`src/logic/pm_regs_pkg.sv`:
```
// constants and carriers for the cardbus power-management register bank
package pm_regs_pkg;

	localparam logic [7:0]  OFS_CTRL_STATUS = 8'ha4;
	localparam logic [7:0]  OFS_DWORD_BASE  = 8'ha4;
	localparam logic [7:0]  OFS_BRIDGE_EXT  = 8'ha6;
	localparam logic [7:0]  OFS_POWER_DATA  = 8'ha7;
	localparam logic [7:0]  OFS_CAP_WORD    = 8'ha0;

	localparam int          BIT_WAKE_STATUS = 15;
	localparam int          BIT_WAKE_ENABLE = 8;
	localparam int          BIT_ACTION_SEL  = 6;
	localparam int          BIT_BUS_POWER_CLOCK_CTRL_ENABLE     = 7;

	localparam logic [1:0]  STATE_D0        = 2'h0;
	localparam logic [1:0]  STATE_D3HOT     = 2'h3;

	localparam logic [15:0] CTRL_RESET      = 16'h0000;
	localparam logic [7:0]  BRIDGE_RESET    = 8'hc0;
	localparam logic [7:0]  POWER_DATA_VAL  = 8'h00;
	localparam logic [2:0]  VERSION_OLD     = 3'h1;
	localparam logic [2:0]  VERSION_NEW     = 3'h2;
	localparam logic [12:0] CAP_UPPER_BITS  = 13'h1fc6;

	// one configuration access from the host side
	typedef struct packed {
		logic        rd;
		logic        wr;
		logic [7:0]  addr;
		logic [3:0]  byte_en;
		logic [31:0] wdata;
	} cfg_req_t;

	// what the secondary bus should do
	typedef struct packed {
		logic clock_stop;
		logic power_off;
	} bus_ctrl_t;

endpackage : pm_regs_pkg

```
`src/logic/pm_regs.sv`:
```
// power-management control, status, bridge extension and data registers
`timescale 1ns/1ps
module pm_regs
	import pm_regs_pkg::*;
(
	input  wire logic        clk_sys,
	input  wire logic        reset_n,
	input  wire cfg_req_t    cfg_req,
	output logic [31:0]      cfg_rdata,
	output logic             cfg_ack,
	input  wire logic        wake_event,
	input  wire logic        newer_pm_support_enable,
	output logic             wake_out_n,
	output logic             internal_reset,
	output bus_ctrl_t        bus_ctrl,
	output logic [1:0]       power_state
);

	////////////////////////////////////////////////////////////////////////
	// reset release through two flops
	logic rst_meta_q;
	logic rst_sync_q;

	always_ff @(posedge clk_sys or negedge reset_n)
	begin
		if (!reset_n)
		begin
			rst_meta_q <= 1'b0;
			rst_sync_q <= 1'b0;
		end
		else
		begin
			rst_meta_q <= 1'b1;
			rst_sync_q <= rst_meta_q;
		end
	end

	////////////////////////////////////////////////////////////////////////
	// address and byte decoding
	function automatic logic lane_hit(input cfg_req_t r, input logic [7:0] ofs);
		lane_hit = r.wr && (r.addr[7:2] == ofs[7:2]) && r.byte_en[ofs[1:0]];
	endfunction : lane_hit

	wire logic        dword_hit = (cfg_req.addr[7:2] == OFS_DWORD_BASE[7:2]);
	wire logic        cap_hit   = (cfg_req.addr[7:2] == OFS_CAP_WORD[7:2]);
	wire logic        wr_lo     = lane_hit(cfg_req, OFS_CTRL_STATUS);
	wire logic        wr_hi     = lane_hit(cfg_req, OFS_CTRL_STATUS + 8'h01);
	wire logic        wr_ext    = lane_hit(cfg_req, OFS_BRIDGE_EXT);
	wire logic [15:0] wr_half   = cfg_req.wdata[15:0];
	wire logic [7:0]  wr_ext_b  = cfg_req.wdata[23:16];

	////////////////////////////////////////////////////////////////////////
	// stored bits; the internal reset never touches these, only reset_n
	logic [1:0] state_q;
	logic [1:0] state_d;
	logic       wake_en_q;
	logic       wake_en_d;
	logic       wake_stat_q;
	logic       wake_stat_d;
	logic       action_sel_q;
	logic       action_sel_d;
	logic       int_rst_q;

	wire logic  bpcc_enable = BRIDGE_RESET[BIT_BUS_POWER_CLOCK_CTRL_ENABLE];      // fixed one

	// next values
	assign state_d      = wr_lo ? wr_half[1:0] : state_q;
	assign wake_en_d    = wr_hi ? wr_half[BIT_WAKE_ENABLE] : wake_en_q;
	// set beats clear so a coincident event is never lost
	assign wake_stat_d  = wake_event
	                    | (wake_stat_q
	                       & ~(wr_hi & wr_half[BIT_WAKE_STATUS]));
	assign action_sel_d = wr_ext ? wr_ext_b[BIT_ACTION_SEL] : action_sel_q;

	always_ff @(posedge clk_sys or negedge rst_sync_q)
	begin
		if (!rst_sync_q)
		begin
			state_q      <= CTRL_RESET[1:0];
			wake_en_q    <= CTRL_RESET[BIT_WAKE_ENABLE];
			wake_stat_q  <= CTRL_RESET[BIT_WAKE_STATUS];
			action_sel_q <= BRIDGE_RESET[BIT_ACTION_SEL];
			int_rst_q    <= 1'b0;
		end
		else
		begin
			state_q      <= state_d;
			wake_en_q    <= wake_en_d;
			wake_stat_q  <= wake_stat_d;
			action_sel_q <= action_sel_d;
			// one-cycle pulse for the other bridge registers
			int_rst_q    <= (state_q == STATE_D3HOT) && (state_d == STATE_D0);
		end
	end

	////////////////////////////////////////////////////////////////////////
	// outputs
	assign wake_out_n     = ~(wake_stat_q & wake_en_q);
	assign internal_reset = int_rst_q;
	assign power_state    = state_q;
	// without bus control the state field does not steer the bus
	wire logic d3hot_steer = bpcc_enable && (state_q == STATE_D3HOT);
	assign bus_ctrl = {d3hot_steer && action_sel_q,                // clock stop
	                   d3hot_steer && !action_sel_q};              // power off

	////////////////////////////////////////////////////////////////////////
	// read data: unused fields are constant zero
	wire logic [15:0] ctrl_word = {wake_stat_q, 6'h00, wake_en_q,
	                               6'h00, state_q};
	wire logic [7:0]  ext_byte  = {bpcc_enable, action_sel_q, 6'h00};
	wire logic [2:0]  version   = newer_pm_support_enable ? VERSION_NEW
	                                                      : VERSION_OLD;
	wire logic [31:0] rd_mux    = dword_hit ? {POWER_DATA_VAL, ext_byte, ctrl_word}
	                            : cap_hit   ? {CAP_UPPER_BITS, version, 16'h0000}
	                            : 32'h0000_0000;
	logic [31:0] rdata_q;
	logic        ack_q;

	always_ff @(posedge clk_sys or negedge rst_sync_q)
	begin
		if (!rst_sync_q)
		begin
			rdata_q <= 32'h0000_0000;
			ack_q   <= 1'b0;
		end
		else
		begin
			rdata_q <= cfg_req.rd ? rd_mux : rdata_q;
			ack_q   <= cfg_req.rd | cfg_req.wr;
		end
	end

	assign cfg_rdata = rdata_q;
	assign cfg_ack   = ack_q;
endmodule : pm_regs

```
`config.mk`:
```
export PLATFORM = sky130hd
export DESIGN_NAME = pm_regs
export DESIGN_NICKNAME = d
export VERILOG_FILES = /design/src/logic/pm_regs_pkg.sv /design/src/logic/pm_regs.sv
export SDC_FILE = /design/constraint.sdc
export NUM_CORES = 1
export LEC_CHECK = 0
export ABC_CLOCK_PERIOD_IN_PS = 1500
export BUFFER_PORTS_ARGS = -buffer_cell sky130_fd_sc_hd__buf_2
export CAP_MARGIN = 20
export CORE_MARGIN = 2
export CORE_UTILIZATION = 39
export DETAILED_ROUTE_END_ITERATION = 10
export PLACE_DENSITY = 0.87
export RECOVER_POWER = 100
export SYNTH_ARGS = -nofsm -noshare
export SYNTH_HDL_FRONTEND = slang
export SYNTH_SLANG_ARGS = --single-unit
```
`constraint.sdc`:
```
create_clock -name clk_sys -period 1.5 [get_ports clk_sys]
set_input_delay 0.15 -clock clk_sys [delete_from_list [all_inputs] [get_ports clk_sys]]
set_output_delay 0.15 -clock clk_sys [all_outputs]
set_load 0.005 [all_outputs]
```
==> results.toml <==
[outcome]
status = "completed"

[setup_path]
crit_path_start_kind = "input pin"
cp_max_fo = 9
path_delay_family = "simple AND/OR/NAND/NOR gates"
cp.required_ps = 1680
crit_path_top_delay_cell = "nor2b_1"
crit_type = "input pin to flop"
worstSetupStartpoint = "cfg_req[38]"
slowest_delay_ps = 610
endpoint_kind = "flop"
regToRegStartpoint = "action_sel_q"
worstPathArrival_ps = 1530
crit_chain = "buf_2 > nor2b_1 > and4_2 > mux2_1"
critPathBufInv = 1

[pwr]
power_leakage_nw = 0.545
powerDensity_nw_per_um2 = 818
ir_drop_v = 0.000722

[logic_synthesis]
synth-compound-area-share = 0.0477
yosysUniqueCellTypes = 29
synth_top_family_by_area = "buffers and inverters"
async_flop_share = 1.00
yosys_warnings = 0
syn_area_per_cell_sq_um = 10.9
yosysSeqAreaShare = 0.466
synth-simple-area-share = 0.160
synth_edf_count = 0
synthMuxAreaShare = 0.0929
synth_xor_area_frac = 0
netlist_instances = 89
ys.flop_type = "dfrtp_1"
ys_seq_elements = 18
synthAdderAreaFrac = 0
synthesis.area_sq_um = 970

[finish]
multi_input_area_sq_um = 337
syn2layout_area_growth_pct = 13.0
final_layout_size_suffix_gt1_frac = 0.320
nets = 176
diodes = 0
fin_cells = 155
nFillCells = 236
area.sequential_sq_um = 452

[placement]
place.gp.congestion = 0.712
hpwl_mm = 1.50
port_buffers = 43
numPlacedInstances = 150

[detailed_routing]
wl_met1_um = 700
drt_iter0_markers = 3
highest_layer = "met4"
vias_per_cell = 4.52
dr_wl_met3_um = 130
drt-pass1-iter-count = 2
finalWirelength_mm = 1.82
via_count = 701
route.antenna.remaining_nets = 0
routed-wl-met2_um = 968
avgRoutedWirePerCell_um = 11.8
route.detailed.drc = 0

[timing]
period_share = 0.904
min_period_ps = 1360
slew_headroom = 0.498
finalSetupViolations = 0
clock_skew_ps = 3.41
rsz0062_at_grt = "false"
max_freq_mhz = 738
tightest_slew_ps = 752
final_max_slew_viol_count = 0
fin_tns_setup_ps = 0
hold_violations = 0

[clocking]
cts.sinks = 18
cts_root_buf = "clkbuf_4"
cts_tree = "built"
clock_latency_ps = 290
clockBufferDepth = 2
clk_pin_slew_worst_paths_ps = 100
post-cts-setup-buffers = 0
ctsHtreeMaxLevel = 1
numCtsBuffers = 3
cts_resized = 0

[floorplanning]
die_x_um = 53.9
initial_core_util = 0.402
coreArea_sq_um = 2410
rows = 18
fp.dieArea_sq_um = 2900
io_pins = 89
dieHeight_um = 53.9

[global_route]
grt_util_all_layers = 0.145
grt_remaining_overflow = 0
grt_pass1_wl_mm = 2.99
grt_pass1_vias = 700
grt_max_degree = 17
antenna_found_initial = 0

[min_path]
min-delay-start = "cfg_req[0]"
holdCritPathClass = "input pin to flop"

[job]
cap_violations = 0
-- sequential cells by signal, indices dropped and copies added (netlist names) --
| name | count |
|---|---|
| action_sel_q | 1 |
| rst_meta_q | 1 |
| wake_en_q | 1 |
| cfg_rdata | 9 |
| internal_reset | 1 |
| rst_sync_q | 1 |
| cfg_ack | 1 |
| wake_stat_q | 1 |
| power_state | 2 |
-- per-stage QoR --
| stage | total power [mW] | instance area (sq um) | hold WS (ps) | utilization | setup WS [ps] |
|---|---|---|---|---|---|
| finish | 0.896 | 1100 | 23.3 | 0.455 | 144 |
| global route | 0.942 | 1100 | 29.0 | 0.455 | 96.3 |
| CTS | 0.913 | 1130 | 23.7 | 0.470 | 218 |
| detailed placement | 0.624 | 1090 | -63.3 | 0.451 | 115 |
| global placement | 0.619 | 1090 | -65.2 | 0.451 | 144 |
| floorplan | 0.606 | 1020 | -146 | - | 375 |
-- where the power goes --
| group | internal [mW] | total [mW] | switching [mW] |
|---|---|---|---|
| sequential | 0.500 | 0.520 | 0.0198 |
| combinational | 0.0402 | 0.0888 | 0.0486 |
| clock | 0.148 | 0.288 | 0.140 |
-- area by class of cell --
type / count / share of cell area
Clock buffer: 4 / 0.0331
Inverter: 6 / 0.0205
Multi-Input combinational cell: 52 / 0.307
Sequential cell: 18 / 0.412
Tap cell: 30 / 0.0342
Timing Repair Buffer: 45 / 0.193
-- final timing paths --
check	cells after the start	end	slack, ps
hold / removal	2	internal_reset	20
setup reg to reg	2	cfg_rdata[22]	580
min in group asynchronous	2	rst_meta_q	170
hold reg to reg	0	cfg_rdata[8]	260
setup / recovery	4	wake_en_q	140
max in group asynchronous	0	power_state[1]	850
-- kinds of logic after synthesis --
group | after synthesis
flip-flops | 18
buffers and inverters | 33
AND/OR/NAND/NOR | 22
multiplexers | 7
other | 2
AO/OA/AOI/OAI | 7
-- cell usage in the layout, fill, tap and decap left out --
cell type	n
nand4_4	1
clkbuf_1	17
clkbuf_8	1
buf_4	1
nor2_1	2
buf_2	26
dfstp_1	1
nand4_1	1
and2_2	1
inv_1	6
nand2_1	2
mux2_1	4
and3_1	1
and4_2	1
nand4bb_1	1
and4bb_2	1
nor4_1	2
o22ai_1	5
dfrtp_1	17
nor3_1	1
dlygate4sd3_1	1
nor2b_1	2
conb_1	16
clkbuf_4	3
nand3_1	5
a31oi_1	1
or2_2	1
mux2_2	3
a31o_2	1
-- routing by layer --
layer,track usage,vias up
li1,-,336
met1,0.160,332
met2,0.258,29
met3,0.0222,4
met4,0.0855,0
met5,0,-
-- Yosys cell counts, types with 2 or more instances --
cell      instances  area (sq um)
conb_1            2          7.51
clkbuf_1          2          7.51
nor4_1            2          12.5
nor2_1            2          7.51
mux2_2            3          33.8
nand3_1           5          25.0
inv_1             6          22.5
buf_4            23           173
o22ai_1           5          31.3
nand2_1           2          7.51
mux2_4            3          45.0
dfrtp_1          17           425
-- timing repair --
action | in CTS | in global routing
endpoints found under the hold margin | 2 | 0
hold buffers | 1 | 0
endpoints found under the setup margin | 0 | 0
Power figures use the tool's default switching activity.
